File: src/jh_params.svh
// Purpose: Constants of the job handshake and slot allocator
// Assumes: 40 MHz system clock
// Notes:   Definitions only
`ifndef JH_PARAMS_SVH
`define JH_PARAMS_SVH
`define JH_CLK_HZ      40000000
`define JH_STARTUP_S   25
`define JH_WDOG_S      30
`define JH_NJOB        48
`define JH_NSLOT       64
`define JH_JOB_W       6
`define JH_CNT_W       7
`define JH_CODE_W      16
`define JH_TMR_W       31
`define JH_PREV_RST    48'hFFFF_FFFF_FFFF
`define JH_VEC_RST     48'h0000_0000_0000
`define JH_REG_CMD     4'h0
`define JH_REG_STAT    4'h4
`define JH_REG_CODE    4'h8
`define JH_CMD_GO_BIT  8
`define JH_ST_BUSY_BIT 0
`define JH_ST_DONE_BIT 1
`define JH_ST_WDOG_BIT 2
`define JH_ST_JOB_LSB  8
`endif

File: src/jh_pkg.sv
// Purpose: Types shared by both ends of the job handshake
// Assumes: jh_params.svh supplies the sizes
// Notes:   State of each module is one packed struct
`default_nettype none
`include "jh_params.svh"
package jh_pkg;
   typedef enum logic [2:0] {
      JH_K_UDP_SRV, JH_K_TCP_SRV, JH_K_TCP_CONN, JH_K_SERIAL,
      JH_K_OTHER, JH_K_BCAST, JH_K_UDP_CLI
   } jh_kind_t;

   typedef struct packed {
      logic [`JH_NJOB-1:0]   prev;
      logic [`JH_NJOB-1:0]   active;
      logic [`JH_NJOB-1:0]   done_pend;
      logic [`JH_NJOB-1:0]   tmo_pend;
      logic [`JH_NJOB-1:0]   start;
      logic [29:0]           boot_cnt;
      logic                  ready;
      logic                  stat_we;
      logic [`JH_JOB_W-1:0]  stat_job;
      logic [`JH_CODE_W-1:0] stat_code;
      logic [`JH_CNT_W-1:0]  slots_used;
      logic [`JH_JOB_W-1:0]  jobs_used;
      logic [`JH_CNT_W-1:0]  udp_max;
      logic [`JH_CNT_W-1:0]  udp_busy;
      logic                  grant;
      logic                  deny;
      logic                  drop;
   } jh_dev_st_t;

   typedef enum logic [1:0] {JH_IDLE, JH_WAIT_LOW, JH_RAISED, JH_RUN} jh_ctl_fsm_t;

   typedef struct packed {
      jh_ctl_fsm_t           fsm;
      logic [`JH_JOB_W-1:0]  job;
      logic [`JH_NJOB-1:0]   trig;
      logic [`JH_TMR_W-1:0]  wdog_cnt;
      logic                  done;
      logic                  wdog;
      logic [`JH_CODE_W-1:0] code;
      logic [31:0]           rdata;
   } jh_ctl_st_t;
endpackage
`default_nettype wire

File: src/jh_if.sv
// Purpose: Trigger, in-progress and status-word lines between controller and module
// Assumes: Both ends on clk_sys
// Notes:   Status write is one cycle, ahead of the in-progress fall
`timescale 1ns/10ps
`default_nettype none
`include "jh_params.svh"
interface jh_if;
   logic [`JH_NJOB-1:0]   controller_output_word;
   logic [`JH_NJOB-1:0]   module_input_word;
   logic                  stat_we;
   logic [`JH_JOB_W-1:0]  stat_job;
   logic [`JH_CODE_W-1:0] stat_code;

   modport dev (
      input  controller_output_word,
      output module_input_word,
      output stat_we,
      output stat_job,
      output stat_code
   );
   modport ctl (
      output controller_output_word,
      input  module_input_word,
      input  stat_we,
      input  stat_job,
      input  stat_code
   );
endinterface
`default_nettype wire

File: src/jh_dev.sv
// Purpose: Module end: trigger edge detect, in-progress bits, status write, slot pool
// Assumes: Inputs synchronous to clk_sys; job engine is outside on the user side
// Notes:   Release is applied before a request in the same cycle
//
// Contract
// - Launch only on trigger rising edge
// - On edge set in-progress and start job
// - Controller waits in-progress low before raising
// - Trigger already high never launches
// - Controller watchdog drops unanswered trigger
// - Controller watchdog preset thirty seconds
// - Module ignores triggers for startup time
// - Controller drops trigger once in-progress high
// - Write status before clearing in-progress
// - Clear in-progress only after trigger low
// - Timed-out transfer jobs clear regardless
// - Controller reads in-progress fall as done
// - Controller may rerun job any time
// - Shared pool of sixty-four slots
// - Datagram server takes max-client slots
// - Datagram clients beyond maximum are ignored
// - Stream server holds one slot idle
// - Each stream connection takes one slot
// - Closed connection returns its slot
// - Serial redirection takes one slot
// - Others one slot, broadcast receive none
// - At most forty-eight start-bit jobs
// - Reject requests beyond pool until freed
`timescale 1ns/10ps
`default_nettype none
`include "jh_params.svh"
module jh_dev
   import jh_pkg::*;
#(
   parameter int unsigned STARTUP_CYC = `JH_STARTUP_S * `JH_CLK_HZ
) (
   input  wire logic                  clk_sys,
   input  wire logic                  rst_b,
   jh_if.dev                          lnk,
   output logic [`JH_NJOB-1:0]        job_start,
   output logic                       dev_ready,
   input  wire logic                  job_done_valid,
   input  wire logic [`JH_JOB_W-1:0]  job_done_id,
   input  wire logic [`JH_CODE_W-1:0] job_done_code,
   input  wire logic                  job_done_tmo,
   input  wire logic                  slot_req_valid,
   input  wire jh_kind_t              slot_req_kind,
   input  wire logic [`JH_CNT_W-1:0]  slot_req_count,
   input  wire logic                  slot_req_start_bit,
   input  wire logic                  slot_rel_valid,
   input  wire jh_kind_t              slot_rel_kind,
   input  wire logic [`JH_CNT_W-1:0]  slot_rel_count,
   input  wire logic                  slot_rel_start_bit,
   output logic                       slot_grant,
   output logic                       slot_deny,
   output logic                       slot_drop,
   output logic [`JH_CNT_W-1:0]       slots_used,
   output logic [`JH_JOB_W-1:0]       jobs_used
);

   localparam logic [29:0]          BOOT_LAST = 30'(STARTUP_CYC - 1);
   localparam logic [7:0]           POOL      = 8'(`JH_NSLOT);
   localparam logic [`JH_JOB_W-1:0] JOB_MAX   = `JH_JOB_W'(`JH_NJOB);

   jh_dev_st_t s_r;
   jh_dev_st_t s_nxt;

   // Pool cost of one request of the given kind
   function automatic logic [`JH_CNT_W-1:0] jh_slot_cost(
      input jh_kind_t             kind,
      input logic [`JH_CNT_W-1:0] count
   );
      logic [`JH_CNT_W-1:0] c;
      c = `JH_CNT_W'h1;
      unique case (kind)
         JH_K_UDP_SRV:  c = count;
         JH_K_TCP_SRV:  c = `JH_CNT_W'h1;
         JH_K_TCP_CONN: c = `JH_CNT_W'h1;
         JH_K_SERIAL:   c = `JH_CNT_W'h1;
         JH_K_OTHER:    c = `JH_CNT_W'h1;
         JH_K_BCAST:    c = `JH_CNT_W'h0;
         JH_K_UDP_CLI:  c = `JH_CNT_W'h0;
         default:       c = `JH_CNT_W'h1;
      endcase
      return c;
   endfunction

   always_comb begin
      logic [`JH_NJOB-1:0]  edge_v;
      logic [`JH_NJOB-1:0]  launch;
      logic [`JH_NJOB-1:0]  clr;
      logic [`JH_CNT_W-1:0] cost;
      logic [7:0]           want;
      edge_v = '0;
      launch = '0;
      clr    = '0;
      cost   = '0;
      want   = '0;
      s_nxt  = s_r;
      s_nxt.start   = '0;
      s_nxt.stat_we = 1'b0;
      s_nxt.grant   = 1'b0;
      s_nxt.deny    = 1'b0;
      s_nxt.drop    = 1'b0;

      // Startup: edges seen before ready are consumed, not queued
      if (!s_r.ready) begin
         s_nxt.boot_cnt = s_r.boot_cnt + 30'h1;
         if (s_r.boot_cnt == BOOT_LAST) begin
            s_nxt.ready = 1'b1;
         end
      end

      // Prev resets high so a trigger found high at recovery is no edge
      edge_v     = lnk.controller_output_word & ~s_r.prev;
      s_nxt.prev = lnk.controller_output_word;
      if (s_r.ready) begin
         launch = edge_v & ~s_r.active;
      end
      s_nxt.start  = launch;
      s_nxt.active = s_r.active | launch;

      // Pending completions: status already written one cycle earlier
      clr = s_r.done_pend & (~lnk.controller_output_word | s_r.tmo_pend);
      s_nxt.active    = s_nxt.active & ~clr;
      s_nxt.done_pend = s_r.done_pend & ~clr;
      s_nxt.tmo_pend  = s_r.tmo_pend & ~clr;

      if (job_done_valid && (job_done_id < JOB_MAX)) begin
         if (s_r.active[job_done_id] && !s_r.done_pend[job_done_id]) begin
            s_nxt.stat_we   = 1'b1;
            s_nxt.stat_job  = job_done_id;
            s_nxt.stat_code = job_done_code;
            s_nxt.done_pend[job_done_id] = 1'b1;
            s_nxt.tmo_pend[job_done_id]  = job_done_tmo;
         end
      end

      // Release first so a freed slot is usable in the same cycle
      if (slot_rel_valid) begin
         if (slot_rel_kind == JH_K_UDP_CLI) begin
            if (s_r.udp_busy != '0) begin
               s_nxt.udp_busy = s_r.udp_busy - `JH_CNT_W'h1;
            end
         end else begin
            cost = jh_slot_cost(slot_rel_kind, slot_rel_count);
            if (s_r.slots_used >= cost) begin
               s_nxt.slots_used = s_r.slots_used - cost;
               if (slot_rel_kind == JH_K_UDP_SRV && s_r.udp_max >= slot_rel_count) begin
                  s_nxt.udp_max = s_r.udp_max - slot_rel_count;
               end
            end
            if (slot_rel_start_bit && s_r.jobs_used != '0) begin
               s_nxt.jobs_used = s_r.jobs_used - `JH_JOB_W'h1;
            end
         end
      end

      if (slot_req_valid) begin
         if (slot_req_kind == JH_K_UDP_CLI) begin
            // Clients run inside the slots their server already holds
            if (s_nxt.udp_busy < s_nxt.udp_max) begin
               s_nxt.udp_busy = s_nxt.udp_busy + `JH_CNT_W'h1;
               s_nxt.grant    = 1'b1;
            end else begin
               s_nxt.drop = 1'b1;
            end
         end else begin
            cost = jh_slot_cost(slot_req_kind, slot_req_count);
            want = {1'b0, s_nxt.slots_used} + {1'b0, cost};
            if (want > POOL) begin
               s_nxt.deny = 1'b1;
            end else if (slot_req_start_bit && s_nxt.jobs_used >= JOB_MAX) begin
               s_nxt.deny = 1'b1;
            end else begin
               s_nxt.slots_used = want[`JH_CNT_W-1:0];
               s_nxt.grant      = 1'b1;
               if (slot_req_start_bit) begin
                  s_nxt.jobs_used = s_nxt.jobs_used + `JH_JOB_W'h1;
               end
               if (slot_req_kind == JH_K_UDP_SRV) begin
                  s_nxt.udp_max = s_nxt.udp_max + slot_req_count;
               end
            end
         end
      end
   end

   always_ff @(posedge clk_sys or negedge rst_b) begin
      if (!rst_b) begin
         s_r            <= '0;
         s_r.prev       <= `JH_PREV_RST;
         s_r.active     <= `JH_VEC_RST;
      end else begin
         s_r <= s_nxt;
      end
   end

   assign lnk.module_input_word = s_r.active;
   assign lnk.stat_we           = s_r.stat_we;
   assign lnk.stat_job          = s_r.stat_job;
   assign lnk.stat_code         = s_r.stat_code;
   assign job_start             = s_r.start;
   assign dev_ready             = s_r.ready;
   assign slot_grant            = s_r.grant;
   assign slot_deny             = s_r.deny;
   assign slot_drop             = s_r.drop;
   assign slots_used            = s_r.slots_used;
   assign jobs_used             = s_r.jobs_used;

endmodule // jh_dev
`default_nettype wire

File: src/flat_wrapper.sv
// flat-port wrapper written by rule: the top's interface ports become plain ports
module jh_dev_flat import jh_pkg::*;
#(
   parameter int unsigned STARTUP_CYC = `JH_STARTUP_S * `JH_CLK_HZ
)
  (clk_sys, rst_b, job_start, dev_ready, job_done_valid, job_done_id, job_done_code, job_done_tmo, slot_req_valid, slot_req_kind, slot_req_count, slot_req_start_bit, slot_rel_valid, slot_rel_kind, slot_rel_count, slot_rel_start_bit, slot_grant, slot_deny, slot_drop, slots_used, jobs_used, lnk_controller_output_word, lnk_module_input_word, lnk_stat_we, lnk_stat_job, lnk_stat_code);
  jh_if lnk_i ();
  input  wire logic clk_sys;
  input  wire logic rst_b;
  output logic [`JH_NJOB-1:0] job_start;
  output logic dev_ready;
  input  wire logic job_done_valid;
  input  wire logic [`JH_JOB_W-1:0] job_done_id;
  input  wire logic [`JH_CODE_W-1:0] job_done_code;
  input  wire logic job_done_tmo;
  input  wire logic slot_req_valid;
  input  wire jh_kind_t slot_req_kind;
  input  wire logic [`JH_CNT_W-1:0] slot_req_count;
  input  wire logic slot_req_start_bit;
  input  wire logic slot_rel_valid;
  input  wire jh_kind_t slot_rel_kind;
  input  wire logic [`JH_CNT_W-1:0] slot_rel_count;
  input  wire logic slot_rel_start_bit;
  output logic slot_grant;
  output logic slot_deny;
  output logic slot_drop;
  output logic [`JH_CNT_W-1:0] slots_used;
  output logic [`JH_JOB_W-1:0] jobs_used;
  input wire logic [$bits(lnk_i.controller_output_word)-1:0] lnk_controller_output_word;
  output wire logic [$bits(lnk_i.module_input_word)-1:0] lnk_module_input_word;
  output wire logic [$bits(lnk_i.stat_we)-1:0] lnk_stat_we;
  output wire logic [$bits(lnk_i.stat_job)-1:0] lnk_stat_job;
  output wire logic [$bits(lnk_i.stat_code)-1:0] lnk_stat_code;
  assign lnk_i.controller_output_word = lnk_controller_output_word;
  assign lnk_module_input_word = lnk_i.module_input_word;
  assign lnk_stat_we = lnk_i.stat_we;
  assign lnk_stat_job = lnk_i.stat_job;
  assign lnk_stat_code = lnk_i.stat_code;
  jh_dev #(.STARTUP_CYC(STARTUP_CYC)) u_core (.clk_sys(clk_sys), .rst_b(rst_b), .lnk(lnk_i), .job_start(job_start), .dev_ready(dev_ready), .job_done_valid(job_done_valid), .job_done_id(job_done_id), .job_done_code(job_done_code), .job_done_tmo(job_done_tmo), .slot_req_valid(slot_req_valid), .slot_req_kind(slot_req_kind), .slot_req_count(slot_req_count), .slot_req_start_bit(slot_req_start_bit), .slot_rel_valid(slot_rel_valid), .slot_rel_kind(slot_rel_kind), .slot_rel_count(slot_rel_count), .slot_rel_start_bit(slot_rel_start_bit), .slot_grant(slot_grant), .slot_deny(slot_deny), .slot_drop(slot_drop), .slots_used(slots_used), .jobs_used(jobs_used));
endmodule
File: config.mk
export PLATFORM = sky130hd
export DESIGN_NAME = jh_dev_flat
export DESIGN_NICKNAME = d
export VERILOG_FILES = /design/src/jh_pkg.sv /design/src/jh_if.sv /design/src/jh_dev.sv /design/src/flat_wrapper.sv
export VERILOG_INCLUDE_DIRS = /design/src /design/src/src
export SDC_FILE = /design/constraint.sdc
export NUM_CORES = 1
export LEC_CHECK = 0
export ABC_AREA = 1
export BUFFER_PORTS_ARGS = -buffer_cell sky130_fd_sc_hd__buf_2
export CORE_MARGIN = 2
export CORE_UTILIZATION = 30
export DETAILED_ROUTE_END_ITERATION = 8
export GPL_ROUTABILITY_DRIVEN = 1
export SLEW_MARGIN = 0
export SYNTH_ARGS = -nofsm -noshare
export SYNTH_HDL_FRONTEND = slang
export SYNTH_SLANG_ARGS = --single-unit
File: constraint.sdc
create_clock -name clk_sys -period 6.55 [get_ports clk_sys]
set_input_delay 1.31 -clock clk_sys [delete_from_list [all_inputs] [get_ports clk_sys]]
set_output_delay 1.31 -clock clk_sys [all_outputs]
set_load 0.1 [all_outputs]
==> impl_results.rst, run 1 <==
.. list-table::
   :header-rows: 1

   * - Metric
     - Value
   * - Cells resized by post-CTS repair
     - 0
   * - Number of buffers on the longest clock path
     - 3
   * - Yosys top cell area share
     - 42.1%
   * - CP Data Arrival Time
     - 5.57 ns
   * - Die height
     - 238 um
   * - Unrepaired setup endpoints after global routing
     - no
   * - Largest fanout on the critical path
     - 12
   * - Hold slack final
     - 0.465 ns
   * - Post-synth top flop
     - sky130_fd_sc_hd__dfrtp_1
   * - Number of flops mapped to enable cells by yosys
     - 0
   * - Hold violation total from the final report
     - 0
   * - Number of cells in the design after placement
     - 2,711
   * - Top area cells in the synthesized netlist
     - sky130_fd_sc_hd__dfrtp_1 42%, sky130_fd_sc_hd__nand2_1 10%, sky130_fd_sc_hd__dfstp_2 7.7%, sky130_fd_sc_hd__buf_4 6.3%, sky130_fd_sc_hd__inv_1 5.9%
   * - Number of violations of the max-capacitance limit
     - 0
   * - Gate count of the mapped netlist
     - 1,946
   * - # nets final
     - 2,198
   * - Reg-to-reg critical path endpoint
     - u_core.slots_used[3]
   * - FF-to-FF Start
     - u_core.slots_used[3]
   * - Initial antenna violation count
     - 7
   * - Number of buffer and inverter stages on the critical path
     - 6
   * - Run status
     - finished, final reports clean
   * - Number of DRC violations after detailed routing
     - 0
   * - Total routing usage reported by global routing
     - 16.2%
   * - Post-synth design cell area
     - 0.0164 mm^2
   * - Kind of capture point of the worst setup path
     - flop
   * - FFs w/ async S/R, synth
     - 100%
   * - Startpoint types
     - primary input
   * - Count of different cell masters after synthesis
     - 40
   * - CP max stage cell
     - sky130_fd_sc_hd__fa_1
   * - # rows
     - 85
   * - Category of the most critical setup path
     - in2reg
   * - Register-to-register setup slack
     - 2.37 ns
   * - Clock-pin slew on the worst setup and hold paths
     - 0.06 ns
   * - Iter 0 DRT Violations
     - 747
   * - Crit path time final
     - 5.16 ns
   * - Final setup violation count
     - 0
   * - Global-route wire length before repair
     - 71.4 mm
   * - Pin count of the biggest net entering global routing
     - 140
   * - Worst path top cell family by delay
     - simple AND/OR/NAND/NOR gates
   * - Clock tree from TritonCTS
     - built
   * - Share of post-route cells with drive strength above 1
     - 18.6%
   * - Design Power
     - 6.82 mW
   * - Post-synthesis area per instance
     - 8.42 um^2
   * - Worst-margin pin slew
     - 1.12 ns
   * - Leakage power of the design
     - 9.80 nW
   * - Hold Path Class
     - reg2reg
   * - Post-detailed-route via-to-cell ratio
     - 4.64
   * - Most frequent cell on the critical path
     - sky130_fd_sc_hd__nor2_1
   * - Max Clock Freq
     - 0.194 GHz
   * - Drt wl/cell
     - 16.5 um
   * - Crit path required time
     - 6.96 ns
   * - Vias post-DR
     - 12,900
   * - Total global routing overflow
     - 0
   * - Number of standard cells in the final layout excluding fillers
     - 2,788
   * - Final worst path period share
     - 78.8%
   * - Vias in the first global route
     - 12,700
   * - DPL Wire Length
     - 33.0 mm
   * - Sink count of the clock tree
     - 324
   * - Cell at the root of the clock tree
     - sky130_fd_sc_hd__clkbuf_16
   * - Number of top-level pins
     - 234
   * - Area added between synthesis and finish
     - 14.2%
   * - Number of cells traversed by the worst register-to-register path
     - 23
   * - Latest clock arrival within the worst-skew pair
     - 0.55 ns
   * - Post-Syn Nets
     - 2,088
   * - Number of buffers created by CTS
     - 39
   * - Core region area
     - 0.0539 mm^2
   * - Initial Utilization
     - 30.4%
   * - HP Start
     - u_core.lnk.stat_code[10]
   * - Register bit count reported by yosys
     - 324
   * - Die width
     - 238 um
   * - H-Tree Level Count
     - 2
   * - Setup clock skew after layout
     - 0.0182 ns
   * - Largest area contributor in the netlist
     - sky130_fd_sc_hd__dfrtp_1
   * - Die Outline Area
     - 0.0565 mm^2
   * - Max IR drop VDD
     - 0.253 mV
   * - Areal power density over the cells
     - 364 mW/mm^2
   * - Number of buffers inserted to repair setup after CTS
     - 0
   * - Min-Delay Endpoint
     - u_core.lnk.stat_code[10]
   * - Number of stages on the worst hold path
     - 2
   * - Total wire length after detailed routing
     - 45.9 mm
   * - Fraction of the yosys area taken by sequential cells
     - 49.8%
   * - DRT Pass-1 Iters
     - 5
   * - Relative max-transition margin
     - 24.8%
   * - Synth warn
     - 0
   * - Post-DRT Antenna Nets
     - 0
   * - Port bufs
     - 233
   * - Slew Viols, Final
     - 0
   * - Slowest stage delay, CP
     - 0.40 ns
   * - Accumulated negative setup slack
     - 0 ns
   * - Cts-stage hold buffer count
     - 0
   * - GPL Wtd Cong
     - 0.850
## area by class of cell
type	count	area, um^2
Fill cell	5506	35200
Timing Repair Buffer	251	1320
Clock inverter	15	184
Clock buffer	57	1130
Sequential cell	324	8170
Inverter	271	1020
Multi-Input combinational cell	1169	6000
Antenna cell	5	12.5
Tap cell	696	871
## cells by family after synthesis
family / Yosys count / share of synthesized area [%]
compound gates: 188 / 6.22
xor+xnor: 57 / 3.05
fa+ha+maj: 44 / 3.54
buf+inv: 453 / 13.7
flops: 324 / 49.8
simple gates: 880 / 23.7
## per-stage QoR
| stage | utilization (%) | cell area, um^2 | worst slack (ns) |
|---|---|---|---|
| floorplan | - | 16400 | 1.05 |
| global placement | 32.2 | 17400 | 0.877 |
| detailed placement | 32.2 | 17400 | 0.882 |
| CTS | 34.7 | 18700 | 1.45 |
| global route | 34.7 | 18700 | 0.646 |
| finish | 34.7 | 18700 | 1.39 |
## layout by cell type (no fill, tap or decap), types with 13 or more instances in the layout
master                      instances
sky130_fd_sc_hd__o21ai_1           15
sky130_fd_sc_hd__nor4_1            55
sky130_fd_sc_hd__dfrtp_1          276
sky130_fd_sc_hd__inv_2             13
sky130_fd_sc_hd__nand4_1           73
sky130_fd_sc_hd__buf_2            232
sky130_fd_sc_hd__ha_1              40
sky130_fd_sc_hd__inv_1            258
sky130_fd_sc_hd__nand3_1          141
sky130_fd_sc_hd__clkbuf_16         40
sky130_fd_sc_hd__xor2_1            41
sky130_fd_sc_hd__xnor2_1           16
sky130_fd_sc_hd__o21ai_0          127
sky130_fd_sc_hd__nor2_1           139
sky130_fd_sc_hd__a21oi_1           18
sky130_fd_sc_hd__buf_4             17
sky130_fd_sc_hd__dfstp_2           48
sky130_fd_sc_hd__nor3_1            17
sky130_fd_sc_hd__nand2_1          436
## state kept, by name, indices dropped and copies added, names as in the netlist
register	cells
u_core.lnk.stat_job	6
u_core.jobs_used	6
u_core.s_r	188
u_core.dev_ready	1
u_core.slot_grant	1
u_core.slot_drop	1
u_core.slots_used	7
u_core.lnk.module_input_word	48
u_core.slot_deny	1
u_core.job_start	48
u_core.lnk.stat_we	1
u_core.lnk.stat_code	16
## worst min-delay path, stage by stage (launching register included)
cell                      delay, ns
sky130_fd_sc_hd__dfrtp_1       0.33
sky130_fd_sc_hd__nand2_1       0.05
sky130_fd_sc_hd__nand2_1       0.05
## cell usage after synthesis (10+ instances only)
cell type	n
sky130_fd_sc_hd__a21oi_1	18
sky130_fd_sc_hd__a22oi_1	10
sky130_fd_sc_hd__buf_1	10
sky130_fd_sc_hd__buf_2	15
sky130_fd_sc_hd__buf_4	138
sky130_fd_sc_hd__clkbuf_1	18
sky130_fd_sc_hd__dfrtp_1	276
sky130_fd_sc_hd__dfstp_2	48
sky130_fd_sc_hd__ha_1	40
sky130_fd_sc_hd__inv_1	258
sky130_fd_sc_hd__inv_2	13
sky130_fd_sc_hd__nand2_1	436
sky130_fd_sc_hd__nand3_1	141
sky130_fd_sc_hd__nand4_1	73
sky130_fd_sc_hd__nor2_1	139
sky130_fd_sc_hd__nor3_1	20
sky130_fd_sc_hd__nor4_1	55
sky130_fd_sc_hd__o21ai_0	127
sky130_fd_sc_hd__o21ai_1	15
sky130_fd_sc_hd__xnor2_1	16
sky130_fd_sc_hd__xor2_1	41
## how the worst max path moves through the flow
stage / start / to / depth (start not counted)
after floorplan: slot_rel_kind[0] / u_core.s_r[14] / 31
after global placement: slot_rel_kind[0] / u_core.slots_used[5] / 29
after detailed placement: slot_rel_kind[0] / u_core.slots_used[5] / 29
after CTS: slot_rel_kind[0] / u_core.slots_used[3] / 29
after global routing: slot_rel_kind[0] / u_core.slots_used[3] / 29
final: slot_rel_kind[0] / u_core.slots_used[3] / 29
## per-layer routing
metal  GRT usage [%]  share of wire [%]
met5               0              0.059
met4            5.45                2.7
met3            2.88                5.0
met2            26.2                 46
met1            21.9                 46
## power breakdown
part           total, mW  internal (mW)  switching, mW
Sequential          2.34           2.19          0.150
Combinational       2.27          0.571           1.70
Clock               2.21           1.33          0.875
No activity file was read; power rests on OpenSTA's default activity.
==> inputs of run 2 (changes only) <==
Clock period 6.55 ns to 4.6 ns, I/O delays scaled along.
==> run 2 against run 1 <==
Effect of this change: critical path type unchanged; die area did not move; final area increased by 2.1%; highest routed layer unchanged; final cell count up 1.7%; first-iteration DRC count grew 32%; combinational power grew 59%; register-to-register slack got worse by 1.6 ns; clock skew fell by 0.0020 ns; via count is 2.6% higher; critical path depth is the same; count of clock-buffer cells in the layout is 7 lower.
==> impl_results.rst, run 2 (synthesized netlist as in run 1, its figures left out) <==
.. list-table::
   :header-rows: 1

   * - Metric
     - Value
   * - Relative max-transition margin
     - 33.6%
   * - Design Power
     - 10.1 mW
   * - Number of buffers inserted to repair setup after CTS
     - 0
   * - Die Outline Area
     - 0.0565 mm^2
   * - Post-DRT Antenna Nets
     - 0
   * - Unrepaired setup endpoints after global routing
     - no
   * - Iter 0 DRT Violations
     - 985
   * - Most frequent cell on the critical path
     - sky130_fd_sc_hd__nand2_1
   * - Largest fanout on the critical path
     - 7
   * - Sink count of the clock tree
     - 324
   * - Cts-stage hold buffer count
     - 0
   * - Slowest stage delay, CP
     - 0.40 ns
   * - CP Data Arrival Time
     - 4.66 ns
   * - Number of top-level pins
     - 234
   * - CP max stage cell
     - sky130_fd_sc_hd__fa_1
   * - Max IR drop VDD
     - 0.346 mV
   * - Clock-pin slew on the worst setup and hold paths
     - 0.06 ns
   * - GPL Wtd Cong
     - 0.827
   * - DPL Wire Length
     - 33.7 mm
   * - Initial Utilization
     - 30.4%
   * - Vias in the first global route
     - 13,100
   * - Crit path required time
     - 5.04 ns
   * - Number of buffer and inverter stages on the critical path
     - 6
   * - Number of violations of the max-capacitance limit
     - 0
   * - Vias post-DR
     - 13,300
   * - Die width
     - 238 um
   * - Register-to-register setup slack
     - 0.74 ns
   * - Port bufs
     - 233
   * - Register with the most flip-flops
     - u_core.s_r
   * - Slew Viols, Final
     - 0
   * - Final worst path period share
     - 91.8%
   * - Category of the most critical setup path
     - in2reg
   * - Initial antenna violation count
     - 7
   * - Drt wl/cell
     - 16.5 um
   * - Reg-to-reg critical path endpoint
     - u_core.jobs_used[0]
   * - Worst-margin pin slew
     - 0.996 ns
   * - Most common cell after layout, fill and taps aside
     - sky130_fd_sc_hd__nand2_1
   * - DRT Pass-1 Iters
     - 5
   * - Pin count of the biggest net entering global routing
     - 129
   * - Share of post-route cells with drive strength above 1
     - 20.8%
   * - Total wire length after detailed routing
     - 46.7 mm
   * - Cell at the root of the clock tree
     - sky130_fd_sc_hd__clkbuf_16
   * - FF-to-FF Start
     - u_core.slots_used[2]
   * - Leakage power of the design
     - 10.0 nW
   * - Total global routing overflow
     - 0
   * - Post-detailed-route via-to-cell ratio
     - 4.68
   * - Area added between synthesis and finish
     - 16.6%
   * - Core region area
     - 0.0539 mm^2
   * - Accumulated negative setup slack
     - 0 ns
   * - Crit path time final
     - 4.22 ns
   * - Areal power density over the cells
     - 528 mW/mm^2
   * - Die height
     - 238 um
   * - Startpoint types
     - primary input
   * - # nets final
     - 2,247
   * - Setup clock skew after layout
     - 0.0162 ns
   * - Cells resized by post-CTS repair
     - 0
   * - Number of DRC violations after detailed routing
     - 0
   * - H-Tree Level Count
     - 2
   * - Number of buffers on the longest clock path
     - 3
   * - Most used cells in the layout excluding fill and tap cells
     - 435 x sky130_fd_sc_hd__nand2_1, 276 x sky130_fd_sc_hd__dfrtp_1, 258 x sky130_fd_sc_hd__inv_1
   * - Max Clock Freq
     - 0.237 GHz
   * - Latest clock arrival within the worst-skew pair
     - 0.55 ns
   * - Run status
     - finished, final reports clean
   * - Worst path top cell family by delay
     - simple AND/OR/NAND/NOR gates
   * - # rows
     - 85
   * - Clock tree from TritonCTS
     - built
   * - Final setup violation count
     - 0
   * - Hold Path Class
     - in2async
   * - Global-route wire length before repair
     - 73.2 mm
   * - Largest register FFs
     - 188
   * - Total routing usage reported by global routing
     - 16.5%
   * - Number of buffers created by CTS
     - 40
   * - Hold violation total from the final report
     - 0
   * - Kind of capture point of the worst setup path
     - flop
   * - Number of cells traversed by the worst register-to-register path
     - 24
==> run 2: worst max-delay path by stage <==
stage / slack [ns] / startpoint / endpoint / cells past startpoint
finish: 0.38 / slot_rel_kind[0] / u_core.jobs_used[0] / 29
global route: 0.04 / slot_rel_kind[0] / u_core.jobs_used[0] / 29
CTS: 0.33 / slot_rel_kind[0] / u_core.s_r[15] / 29
detailed placement: -0.20 / slot_rel_kind[0] / u_core.s_r[13] / 29
global placement: -0.12 / slot_rel_kind[0] / u_core.s_r[14] / 27
floorplan: 0.02 / slot_rel_kind[0] / u_core.s_r[14] / 30
==> run 2: layout make-up <==
type / count / area (um^2)
Antenna cell: 5 / 12.5
Clock buffer: 50 / 1090
Clock inverter: 22 / 229
Fill cell: 5509 / 34800
Inverter: 271 / 1020
Multi-Input combinational cell: 1169 / 6030
Sequential cell: 324 / 8170
Tap cell: 696 / 871
Timing Repair Buffer: 299 / 1700
==> run 2: power breakdown <==
part           internal, mW  switching, mW
sequential             3.12          0.200
clock                  1.87           1.29
combinational          1.10           2.51
==> run 2: metrics by stage <==
step	cells	setup slack (ns)	util, %	hold WS (ns)	area [um^2]
2_1_floorplan	1946	0.0152	-	0.442	16400
3_3_place_gp	2759	-0.115	33.0	0.449	17800
3_5_place_dp	2759	-0.203	33.0	0.453	17800
4_1_cts	2831	0.333	35.4	0.182	19100
5_1_grt	2834	0.0400	35.4	0.193	19100
6_report	2836	0.379	35.5	0.202	19100
==> run 2: metal layers <==
layer	share of wire [%]	track usage [%]
met1	45	21.9
met2	47	27.4
met3	5.7	3.16
met4	2.4	5.01
met5	0.056	0
